<file path="config.mk">
export PLATFORM = sky130hd
export DESIGN_NAME = dpb_bridge
export DESIGN_NICKNAME = d
export VERILOG_FILES = /design/src/hdl/dpb_pkg.sv /design/src/hdl/dpb_bridge.sv
export SDC_FILE = /design/constraint.sdc
export NUM_CORES = 1
export LEC_CHECK = 0
export ABC_AREA = 1
export ABC_CLOCK_PERIOD_IN_PS = 2000
export BUFFER_PORTS_ARGS = -buffer_cell sky130_fd_sc_hd__buf_2
export CAP_MARGIN = 20
export CORE_UTILIZATION = 55
export CTS_CLUSTER_DIAMETER = 40
export CTS_CLUSTER_SIZE = 20
export DETAILED_ROUTE_END_ITERATION = 12
export GPL_ROUTABILITY_DRIVEN = 0
export GPL_TIMING_DRIVEN = 0
export PLACE_DENSITY = 0.81
export SLEW_MARGIN = 0
export SYNTH_ARGS = -nofsm -noshare
export SYNTH_HDL_FRONTEND = slang
export SYNTH_SLANG_ARGS = --single-unit
</file>
<file path="constraint.sdc">
create_clock -name MCLK -period 2 [get_ports MCLK]
set_input_delay 0.3 -clock MCLK [delete_from_list [all_inputs] [get_ports MCLK]]
set_output_delay 0.3 -clock MCLK [all_outputs]
set_load 0.1 [all_outputs]
</file>
<file path="src/hdl/dpb_pkg.sv">
/*
 * Shared constants and types of the parallel-to-serial debug bridge.
 * Assumes a 40 MHz system clock.
 */
package dpb_pkg;

    // Control/status register layout, bit 7 first
    typedef struct packed {
        logic reset_seen;     // Bit 7, target in soft or hard reset
        logic cut_flag;       // Bit 6, last byte cut by target reset
        logic halted;         // Bit 5, target in debug mode
        logic [1:0] divider;  // Bits 4..3, serial clock divider
        logic status_req_n;   // Bit 2, low asks for a status read
        logic loopback_n;     // Bit 1, low selects loopback
        logic halt_entry_n;   // Bit 0, low halts after soft reset
    } dpb_csr_t;

    localparam dpb_csr_t CSR_RESET = '{
        reset_seen: 1'b1, cut_flag: 1'b0, halted: 1'b0, divider: 2'h0,
        status_req_n: 1'b0, loopback_n: 1'b0, halt_entry_n: 1'b0};

    // Host access decode of the data/control select line
    localparam logic SEL_CONTROL = 1'b0;
    localparam logic SEL_DATA = 1'b1;
    localparam logic [1:0] RUN_STATE_HALTED = 2'h3;

    // Serial clock periods per divider code, in picoseconds
    localparam int unsigned MCLK_PS = 25000;
    localparam int unsigned SCK_PS_00 = 100000;   // 10 MHz
    localparam int unsigned SCK_PS_01 = 200000;   // 5 MHz
    localparam int unsigned SCK_PS_10 = 400000;   // 2.5 MHz
    localparam int unsigned SCK_PS_11 = 800000;   // 1.25 MHz
    localparam int unsigned HALF_00 = SCK_PS_00 / (2 * MCLK_PS);
    localparam int unsigned HALF_01 = SCK_PS_01 / (2 * MCLK_PS);
    localparam int unsigned HALF_10 = SCK_PS_10 / (2 * MCLK_PS);
    localparam int unsigned HALF_11 = SCK_PS_11 / (2 * MCLK_PS);

    // Reset configuration window in target system clocks
    localparam int unsigned CFG_PRE_SYSCLK = 3;
    localparam int unsigned CFG_POST_SYSCLK = 8;

    localparam logic [3:0] BITS_PER_BYTE = 4'h8;
    localparam logic [1:0] BUF_DEPTH = 2'h2;

    typedef enum logic [1:0] {
        DPB_IDLE = 2'b00,
        DPB_WAIT = 2'b01,
        DPB_SHIFT = 2'b10
    } dpb_xfer_t;

    typedef enum logic [1:0] {
        DPB_SR_OFF = 2'b00,
        DPB_SR_HOLD = 2'b01,
        DPB_SR_PRE = 2'b10,
        DPB_SR_POST = 2'b11
    } dpb_srst_t;

endpackage

</file>
<file path="src/hdl/dpb_bridge.sv">
/*
 * Parallel-to-serial debug bridge: host byte port in, full-duplex
 * serial debug port out, plus soft/hard reset control of the target.
 * Assumes all inputs synchronous to MCLK and the target's reset and
 * run-state lines already levelled to logic values.
 */
`timescale 1ns/10ps

module dpb_bridge #(
    parameter int unsigned SYS_PS = 25000,
    parameter int unsigned HALF_W = 5
) (
    input wire logic MCLK,
    input wire logic NRST,
    input wire logic HOST_CONNECTED,
    input wire logic [2:0] BOARD_ADDR,
    input wire logic [2:0] HOST_BOARD_SEL,
    input wire logic HOST_DATA_SEL,
    input wire logic HOST_STB,
    input wire logic HOST_WR,
    input wire logic [7:0] HOST_WDATA,
    input wire logic HOST_SOFT_RESET,
    input wire logic HOST_HARD_RESET,
    output logic [7:0] HOST_RDATA,
    output logic HOST_RVALID,
    output logic HOST_WREADY,
    output logic HOST_REQUEST_LINE,
    output logic XFER_BUSY,
    input wire logic TARGET_SOFT_RESET_N_IN,
    input wire logic TARGET_HRESET_N_IN,
    input wire logic [1:0] TARGET_RUN_STATE_PAIR,
    input wire logic SERIAL_DATA_FROM_TARGET,
    output logic SERIAL_DEBUG_CLOCK_O,
    output logic SERIAL_DEBUG_CLOCK_OE,
    output logic SERIAL_DATA_TO_TARGET_O,
    output logic SERIAL_DATA_TO_TARGET_OE,
    output logic SOFT_RESET_LINE_O,
    output logic SOFT_RESET_LINE_OE,
    output logic HARD_RESET_LINE_O,
    output logic HARD_RESET_LINE_OE
);

    localparam int unsigned PRE_CYC = (dpb_pkg::CFG_PRE_SYSCLK * SYS_PS
        + dpb_pkg::MCLK_PS - 1) / dpb_pkg::MCLK_PS;
    localparam int unsigned POST_CYC = (dpb_pkg::CFG_POST_SYSCLK * SYS_PS
        + dpb_pkg::MCLK_PS - 1) / dpb_pkg::MCLK_PS;

    // Refuse settings the counters cannot hold
    if (SYS_PS == 0 || HALF_W < 5 || HALF_W > 16 ||
        dpb_pkg::HALF_11 >= (1 << HALF_W) ||
        PRE_CYC > 65535 || POST_CYC > 65535) begin : g_bad_param
        $error("dpb_bridge: unsupported parameter values");
    end

    typedef struct packed {
        dpb_pkg::dpb_csr_t csr;
        dpb_pkg::dpb_xfer_t xfer;
        dpb_pkg::dpb_srst_t srst;
        logic [15:0] srst_cnt;
        logic [HALF_W-1:0] half_cnt;
        logic [3:0] bit_cnt;
        logic [7:0] tx_shift;
        logic [7:0] rx_shift;
        logic [7:0] rx_data;
        logic [1:0][7:0] buf_word;
        logic [1:0] buf_cnt;
        logic [7:0] rdata;
        logic rvalid;
        logic wready;
        logic busy;
        logic req;
        logic sck;
        logic sck_oe;
        logic sdo;
        logic sdo_oe;
        logic soft_line_oe;
        logic hreset_oe;
    } dpb_state_t;

    localparam dpb_state_t STATE_RESET = '{
        csr: dpb_pkg::CSR_RESET, xfer: dpb_pkg::DPB_IDLE,
        srst: dpb_pkg::DPB_SR_OFF, srst_cnt: 16'h0000, half_cnt: '0,
        bit_cnt: 4'h0, tx_shift: 8'h00, rx_shift: 8'h00, rx_data: 8'h00,
        buf_word: '0, buf_cnt: 2'h0, rdata: 8'h00, rvalid: 1'b0,
        wready: 1'b0, busy: 1'b0, req: 1'b0, sck: 1'b0, sck_oe: 1'b0,
        sdo: 1'b0, sdo_oe: 1'b0, soft_line_oe: 1'b0, hreset_oe: 1'b0};

    dpb_state_t st_r;
    dpb_state_t st_nxt;

    // Half period of the serial clock for the selected divider
    function automatic logic [HALF_W-1:0] half_of(input logic [1:0] d);
        logic [HALF_W-1:0] h;
        h = '0;
        unique case (d)
            2'h0: h = HALF_W'(dpb_pkg::HALF_00);
            2'h1: h = HALF_W'(dpb_pkg::HALF_01);
            2'h2: h = HALF_W'(dpb_pkg::HALF_10);
            2'h3: h = HALF_W'(dpb_pkg::HALF_11);
        endcase
        return h;
    endfunction

    logic selected;
    logic access;
    logic push;
    logic pop;
    logic target_rst;
    logic looped;
    logic rx_bit;
    logic cfg_drive;

    always_comb begin
        // Host decode, gated by cable presence and board address
        selected = HOST_CONNECTED && (HOST_BOARD_SEL == BOARD_ADDR);
        access = HOST_STB && selected;
        push = access && HOST_WR && (HOST_DATA_SEL == dpb_pkg::SEL_DATA)
            && st_r.wready;
        target_rst = !TARGET_SOFT_RESET_N_IN || !TARGET_HRESET_N_IN;
        looped = !st_r.csr.loopback_n;
        // Loopback feeds our own output back into the receiver
        rx_bit = looped ? st_r.sdo : SERIAL_DATA_FROM_TARGET;
        cfg_drive = st_r.srst != dpb_pkg::DPB_SR_OFF;
        pop = 1'b0;

        st_nxt = st_r;
        st_nxt.rvalid = 1'b0;

        // Status bits follow the target every cycle
        st_nxt.csr.reset_seen = target_rst;
        st_nxt.csr.halted = TARGET_RUN_STATE_PAIR ==
            dpb_pkg::RUN_STATE_HALTED;

        // Register accesses; data writes refused while buffer is full
        if (access) begin
            if (HOST_WR) begin
                if (HOST_DATA_SEL == dpb_pkg::SEL_CONTROL) begin
                    st_nxt.csr.divider = HOST_WDATA[4:3];
                    st_nxt.csr.status_req_n = HOST_WDATA[2];
                    st_nxt.csr.loopback_n = HOST_WDATA[1];
                    st_nxt.csr.halt_entry_n = HOST_WDATA[0];
                end
            end else begin
                st_nxt.rvalid = 1'b1;
                st_nxt.rdata = (HOST_DATA_SEL == dpb_pkg::SEL_DATA) ?
                    st_r.rx_data : st_r.csr;
            end
        end

        // Serial engine, one byte per buffered word
        unique case (st_r.xfer)
            dpb_pkg::DPB_IDLE: begin
                st_nxt.sck = 1'b0;
                if (st_r.buf_cnt != 2'h0 && !cfg_drive) begin
                    pop = 1'b1;
                    st_nxt.tx_shift = st_r.buf_word[0];
                    st_nxt.xfer = dpb_pkg::DPB_WAIT;
                    st_nxt.busy = 1'b1;
                end
            end
            dpb_pkg::DPB_WAIT: begin
                // Target pulls its data line low when ready
                if (looped || !SERIAL_DATA_FROM_TARGET) begin
                    st_nxt.xfer = dpb_pkg::DPB_SHIFT;
                    st_nxt.sdo = st_r.tx_shift[7];
                    st_nxt.tx_shift = {st_r.tx_shift[6:0], 1'b0};
                    st_nxt.bit_cnt = 4'h0;
                    st_nxt.half_cnt = half_of(st_r.csr.divider);
                end
            end
            dpb_pkg::DPB_SHIFT: begin
                if (st_r.half_cnt > HALF_W'(1)) begin
                    st_nxt.half_cnt = st_r.half_cnt - HALF_W'(1);
                end else begin
                    st_nxt.half_cnt = half_of(st_r.csr.divider);
                    st_nxt.sck = !st_r.sck;
                    if (!st_r.sck) begin
                        // Rising edge: take the returning bit
                        st_nxt.rx_shift = {st_r.rx_shift[6:0], rx_bit};
                        st_nxt.bit_cnt = st_r.bit_cnt + 4'h1;
                    end else if (st_r.bit_cnt == dpb_pkg::BITS_PER_BYTE)
                    begin
                        st_nxt.rx_data = st_r.rx_shift;
                        st_nxt.csr.cut_flag = 1'b0;
                        st_nxt.xfer = dpb_pkg::DPB_IDLE;
                        st_nxt.busy = 1'b0;
                    end else begin
                        // Falling edge: next bit, MSB first
                        st_nxt.sdo = st_r.tx_shift[7];
                        st_nxt.tx_shift = {st_r.tx_shift[6:0], 1'b0};
                    end
                end
            end
            default: begin
                st_nxt.xfer = dpb_pkg::DPB_IDLE;
            end
        endcase

        // Outside loopback, a target reset mid-byte cuts it short and flags it
        if (st_r.xfer != dpb_pkg::DPB_IDLE && target_rst && !looped) begin
            st_nxt.csr.cut_flag = 1'b1;
            st_nxt.xfer = dpb_pkg::DPB_IDLE;
            st_nxt.sck = 1'b0;
            st_nxt.busy = 1'b0;
        end

        // Two-entry buffer; a push in the pop cycle lands behind
        if (pop) begin
            st_nxt.buf_word[0] = st_r.buf_word[1];
        end
        if (push) begin
            st_nxt.buf_word[(pop ? st_r.buf_cnt - 2'h1 :
                st_r.buf_cnt) == 2'h0 ? 0 : 1] = HOST_WDATA;
        end
        st_nxt.buf_cnt = st_r.buf_cnt + {1'b0, push} - {1'b0, pop};
        st_nxt.wready = HOST_CONNECTED &&
            (st_nxt.buf_cnt != dpb_pkg::BUF_DEPTH);

        // Soft reset with the debug entry configuration around it
        st_nxt.srst_cnt = st_r.srst_cnt - 16'h0001;
        unique case (st_r.srst)
            dpb_pkg::DPB_SR_OFF: begin
                if (selected && HOST_SOFT_RESET) begin
                    st_nxt.srst = dpb_pkg::DPB_SR_HOLD;
                end
            end
            dpb_pkg::DPB_SR_HOLD: begin
                if (!(selected && HOST_SOFT_RESET)) begin
                    st_nxt.srst = dpb_pkg::DPB_SR_PRE;
                    st_nxt.srst_cnt = 16'(PRE_CYC);
                end
            end
            dpb_pkg::DPB_SR_PRE: begin
                if (st_r.srst_cnt <= 16'h0001) begin
                    st_nxt.srst = dpb_pkg::DPB_SR_POST;
                    st_nxt.srst_cnt = 16'(POST_CYC);
                end
            end
            dpb_pkg::DPB_SR_POST: begin
                if (st_r.srst_cnt <= 16'h0001) begin
                    st_nxt.srst = dpb_pkg::DPB_SR_OFF;
                end
            end
        endcase
        st_nxt.soft_line_oe = st_nxt.srst == dpb_pkg::DPB_SR_HOLD ||
            st_nxt.srst == dpb_pkg::DPB_SR_PRE;
        st_nxt.hreset_oe = selected && HOST_HARD_RESET;

        // Config phase: clock high asks for halt, data low keeps async
        if (st_nxt.srst != dpb_pkg::DPB_SR_OFF) begin
            st_nxt.sck = !st_r.csr.halt_entry_n;
            st_nxt.sdo = 1'b0;
        end

        st_nxt.req = HOST_CONNECTED && !st_nxt.csr.status_req_n;
        st_nxt.sck_oe = HOST_CONNECTED;
        st_nxt.sdo_oe = HOST_CONNECTED && !(looped &&
            st_nxt.srst == dpb_pkg::DPB_SR_OFF);

        // Cable pulled: release every debug line, drop queued bytes
        if (!HOST_CONNECTED) begin
            st_nxt.xfer = dpb_pkg::DPB_IDLE;
            st_nxt.srst = dpb_pkg::DPB_SR_OFF;
            st_nxt.buf_cnt = 2'h0;
            st_nxt.busy = 1'b0;
            st_nxt.sck = 1'b0;
            st_nxt.soft_line_oe = 1'b0;
            st_nxt.hreset_oe = 1'b0;
        end
    end

    // One register bank holds the whole bridge state
    always_ff @(posedge MCLK or negedge NRST) begin
        if (!NRST) begin
            st_r <= STATE_RESET;
        end else begin
            st_r <= st_nxt;
        end
    end

    assign HOST_RDATA = st_r.rdata;
    assign HOST_RVALID = st_r.rvalid;
    assign HOST_WREADY = st_r.wready;
    assign HOST_REQUEST_LINE = st_r.req;
    assign XFER_BUSY = st_r.busy;
    assign SERIAL_DEBUG_CLOCK_O = st_r.sck;
    assign SERIAL_DEBUG_CLOCK_OE = st_r.sck_oe;
    assign SERIAL_DATA_TO_TARGET_O = st_r.sdo;
    assign SERIAL_DATA_TO_TARGET_OE = st_r.sdo_oe;
    // Reset lines are open drain: only ever pulled low
    assign SOFT_RESET_LINE_O = 1'b0;
    assign SOFT_RESET_LINE_OE = st_r.soft_line_oe;
    assign HARD_RESET_LINE_O = 1'b0;
    assign HARD_RESET_LINE_OE = st_r.hreset_oe;

endmodule // dpb_bridge

</file>
-- Word-level counts from Yosys, hierarchy flattened
Index checks and enable logic that the tools add are counted.
W data, S select, Z words.
- add/subtract/negate cells: 6
- $lt $le $gt $ge: 4
- eq/ne operators: 33
- muxes and demuxes: 65
- bitwise gates (word level): 4
- reduce and logical (&&, ||, !) cells: 54
- operators with widths (kind ; count):
    $mux W8 ; 10
    $mux W18 ; 2
    $pmux W16 S2 ; 1
    $mux W28 ; 1
    $pmux W8 S3 ; 1
    $mux W1 ; 23
    $mux W2 ; 11
    $ne A4 B4 Y1 const B ; 5
    $pmux W5 S4 ; 1
    $pmux W9 S2 ; 1
    $mux W17 ; 1
    $bwmux W16 ; 1
    $le A16 B1 Y1 const B ; 1
    $reduce_bool A2 Y1 ; 8
    $sub A16 B1 Y16 const B ; 1
    $logic_and A1 B1 Y1 ; 15
    $reduce_and A5 Y1 ; 3
    $eq A2 B2 Y1 const B ; 7
    $ne A2 B2 Y1 const B ; 7
    $ne A3 B3 Y1 const B ; 4
    $reduce_and A4 Y1 ; 3
    $logic_not A2 Y1 ; 5
    $logic_not A1 Y1 ; 9
    $mux W3 ; 3
    other kinds (27) ; 42
- register bits after elaboration: 97
- bits of input ports: 27
- output and inout bits: 20
- logic and storage cells: 195

-- Depth between registers and ports, before layout
- depth in word-level cells: 14
- depth in mapped cells: 18
- mapped depth without buffers: 18

-- Worst setup path after synthesis
OpenSTA, ideal clock, no wires.
- path kind: reg2reg
- from: reg st_r, in the netlist HOST_WREADY
- to: reg st_r, in the netlist HOST_WREADY
- arrival time: 2175 ps
- setup slack: -240 ps
- cell stages (with the launch flop): 11
- buffers on the path: 0
- cells stage by stage: dfrtp_1 nand2_1 inv_1 nand2_1 ha_1 inv_1 ha_1 xnor2_1 xor2_1 nand2_1 nand2_1
- RTL lines (element ; RTL line ; source):
    from (decl) ; dpb_bridge.sv:88 ; dpb_state_t st_r;
    from (signal assigned) ; dpb_bridge.sv:277 ; st_r <= st_nxt;

-- Final worst setup path
- from: reg st_r[87] in the netlist's numbering
- to: reg st_r[58] in the netlist's numbering
- cells in the longest elaborated chain, start to end: 3
- elaborated cells on any way between the ends: 11
- those cells by class: eq/ne: 7; mux: 1; reduce/logical: 3
- RTL lines (element ; RTL line ; source):
    $eq A2 B2 Y1, or another cell as far along ; dpb_bridge.sv:151 ; unique case (st_r.xfer)
    $ne A2 B2 Y1 (no source line) / $reduce_bool A3 Y1 (equally long branches) ; -- ;
    $reduce_and A6 Y1 (no source line) ; -- ;
Parallel ways exist; a longest one is shown, timed or not.
A chain may end at the register's enable or synchronous reset.

==> flow_summary.toml <==
[global_routing]
gr-total-overflow = 0
grtUsageTotal_pct = 23.46
grt_pass1_vias = 3959
grt_pass1_wl_um = 17900
grt_start_max_net_pins = 63
antenna_found_initial = 0

[detailed_routing]
drc_errors = 1
wire_per_inst_um = 13.98
routed_via_density = 5.269
vias = 4236
dr.pass1.iters = 9
first_iter_violations = 237
ant_nets = 0
drt-total-wl_um = 11240

[floorplan]
dieHeight_um = 97.67
start_util_pct = 57.16
core_area_sq_um = 8806
die_w_um = 97.67
dieArea_sq_um = 9538
num_io_pins = 47
placementRows = 34

[power]
vdd_drop_max_mv = 0.7267
power_density_nw_per_um2 = 1547
leakage_nw = 3.054

[setup_path]
reg2reg_slack_ns = 0.002
crit_end = "st_r[58]$_DFFE_PN0P_"
cp-end-kind = "register"
worstPathRequired_ns = 2.28
crit-reg2reg-launch = "st_r[87]$_DFFE_PN0P_"
criticalPathCategory = "register to register"
cp-start-kind = "register"
worstPathArrival_ns = 2.28
cp_max_fo = 10
reg2regPathDepth = 11
r2r-end = "st_r[58]$_DFFE_PN0P_"
startpoint = "st_r[87]$_DFFE_PN0P_"

[sta]
period_needed_ns = 1.998
rsz0062_at_grt = "true"
post-route-period-util_pct = 99.91
setup_ws_ns = 0.001870
setup_violations = 0
relSlewSlack_pct = 64.10
fmax_ghz = 0.5005
slew_viol_final = 0
tightest_slew_ns = 0.5385
skew_ns = 0.01263
hold_violations = 0

[placed_design]
portBuffers = 44
place_area_sq_um = 5425
place_ws_ns = -0.3935
place_hpwl_um = 7566

[synthesis]
ys_seq_area_share_pct = 48.25
synth_warnings = 0
synth.distinct_cells = 35
synth_area_sq_um = 5034
ys_seq_elements = 97
avgSynthCellArea_sq_um = 8.265
syn_inst = 609

[status]
status = "complete, but fails checks"
violations = "design-rule violations"

[cts]
clk_pin_slew_ns = 0.10
numClockSinks = 97
numCtsBuffers = 9
cts_root_buf = "clkbuf_8"
insertion_delay_ns = 0.38
cts_buffer_depth = 2
htreeDepth = 3
cts_tree = "yes"

[cells_and_area]
area_growth_pct = 18.57
antenna_cells = 0
nNetsFinal = 739
fin_area_sq_um = 5968
drive_gt1_share_pct = 23.85
nFillCells = 637

[worst_hold_path]
min_path_cells = 2
hp-class = "input port to register"

[flow_run]
max-cap-violations = 0
==> layout by cell type (no fill, tap or decap), types with 4 or more instances in the layout <==
master	instances
nand2_2	9
nor2_4	5
nand3_1	32
nor3_1	7
a31oi_1	8
ha_4	6
a21oi_2	4
nand2_1	144
clkbuf_8	9
dfrtp_1	93
inv_2	14
nor2_1	52
buf_4	37
o21ai_1	5
xor2_1	10
mux2i_1	4
o21ai_2	9
inv_1	69
xnor2_1	4
buf_2	45
nand4_1	5
ha_1	13
a21oi_1	24
o21ai_0	48
==> through the flow <==
stage	setup TNS [ns]	instances	power, W	hold WS (ns)	utilization [%]
after global routing	-0.2096	804	0.009854	0.07911	67.77
after floorplan	0	610	0.006227	0.004409	-
final	0	804	0.009234	0.08266	67.77
after global placement	-29.99	762	0.006915	0.4644	61.27
after CTS	0	793	0.008782	0.07460	65.57
after detailed placement	-3.069	763	0.007114	0.2885	61.61
==> final cells by class <==
cell class / count / area (sq um) / share of cell area (%)
sequential: 97 / 2432 / 40.75
buffer: 19 / 138.9 / 2.327
multi-input combinational: 409 / 2300 / 38.53
clock buffer: 9 / 123.9 / 2.075
timing repair buffer: 70 / 442.9 / 7.421
inverter: 85 / 324.1 / 5.430
tap: 108 / 135.1 / 2.264
clock inverter: 7 / 71.32 / 1.195
==> Yosys cell counts, drive strengths merged <==
master	instances	area share (%)
buf	17	2.6
o21ai	62	6.8
dfrtp	96	48
a22oi	1	0.15
nand3	36	4.0
mux2i	4	0.80
a21oi	28	2.9
nor3b	1	0.15
ha	21	5.2
nand3b	2	0.30
o21bai	1	0.15
dfstp	1	0.52
a31oi	8	0.99
nand4	5	0.62
nor3	7	0.70
conb	1	0.074
xor2	10	1.7
xnor2	5	0.87
inv	85	6.3
nor2	59	5.3
nand2	155	12
o22ai	2	0.25
clkbuf	2	0.15
==> cell families after synthesis <==
| family | share of synthesized area (%) |
|---|---|
| and+or+nand+nor | 22.82 |
| buffers and inverters | 9.073 |
| AOI/OAI and AO/OA | 11.16 |
| DFF | 48.25 |
| adders and majority gates | 5.220 |
| xor gates and xnor gates | 2.610 |
| muxes | 0.7955 |
| other | 0.07450 |
==> per-layer routing <==
| metal | vias to the layer above | routed length [um] | global-route usage [%] |
|---|---|---|---|
| met5 | - | 0 | 0 |
| met4 | 0 | 346 | 11.07 |
| li1 | 2085 | - | - |
| met3 | 31 | 413 | 4.317 |
| met1 | 2015 | 4791 | 29.18 |
| met2 | 105 | 5690 | 39.61 |
==> worst max-delay path: stages, from the launching register on <==
cell and delay, ns:
dfrtp_1 0.40, inv_2 0.08, ha_1 0.19, buf_2 0.19, inv_2 0.13, nor2_2 0.07, a21oi_1 0.16, nand3b_1 0.16
nor2_4 0.13, buf_4 0.18, nor2_1 0.06, a31oi_1 0.17
==> worst min-delay path by stage <==
| stage | endpoint | slack, ns | start |
|---|---|---|---|
| after floorplan | HARD_RESET_LINE_OE$_DFF_PN0_ | 0.004 | NRST |
| after global placement | st_r[35]$_DFFE_PN0P_ | 0.46 | st_r[35]$_DFFE_PN0P_ |
| after detailed placement | st_r[74]$_DFF_PN0_ | 0.29 | NRST |
| after CTS | st_r[96]$_DFF_PN1_ | 0.07 | TARGET_HRESET_N_IN |
| after global routing | st_r[96]$_DFF_PN1_ | 0.08 | TARGET_SOFT_RESET_N_IN |
| final | st_r[96]$_DFF_PN1_ | 0.08 | TARGET_HRESET_N_IN |
==> timing repair <==
item / in CTS / in global routing
setup endpoints to repair: 28 / 37
hold buffers: 1 / 0
resized for setup: 19 / 37
endpoints found under the hold margin: 34 / 0
pin swaps: 8 / 15
setup buffers: 13 / 11
==> report_power, final <==
part           switching (W)  leakage (nW)  internal, W  total (W)
Combinational        0.00329          1.69      0.00174    0.00503
Sequential          0.000399          1.27      0.00253    0.00293
Clock               0.000789        0.0995     0.000490    0.00128
==> registers in the layout (all words and copies together) (netlist names) <==
register,count
st_r,79
HOST_RDATA,8
HARD_RESET_LINE_OE,1
HOST_REQUEST_LINE,1
HOST_RVALID,1
HOST_WREADY,1
SERIAL_DATA_TO_TARGET_O,1
SERIAL_DATA_TO_TARGET_OE,1
SERIAL_DEBUG_CLOCK_O,1
SERIAL_DEBUG_CLOCK_OE,1
SOFT_RESET_LINE_OE,1
XFER_BUSY,1
No activity file was read; power rests on OpenSTA's default activity.
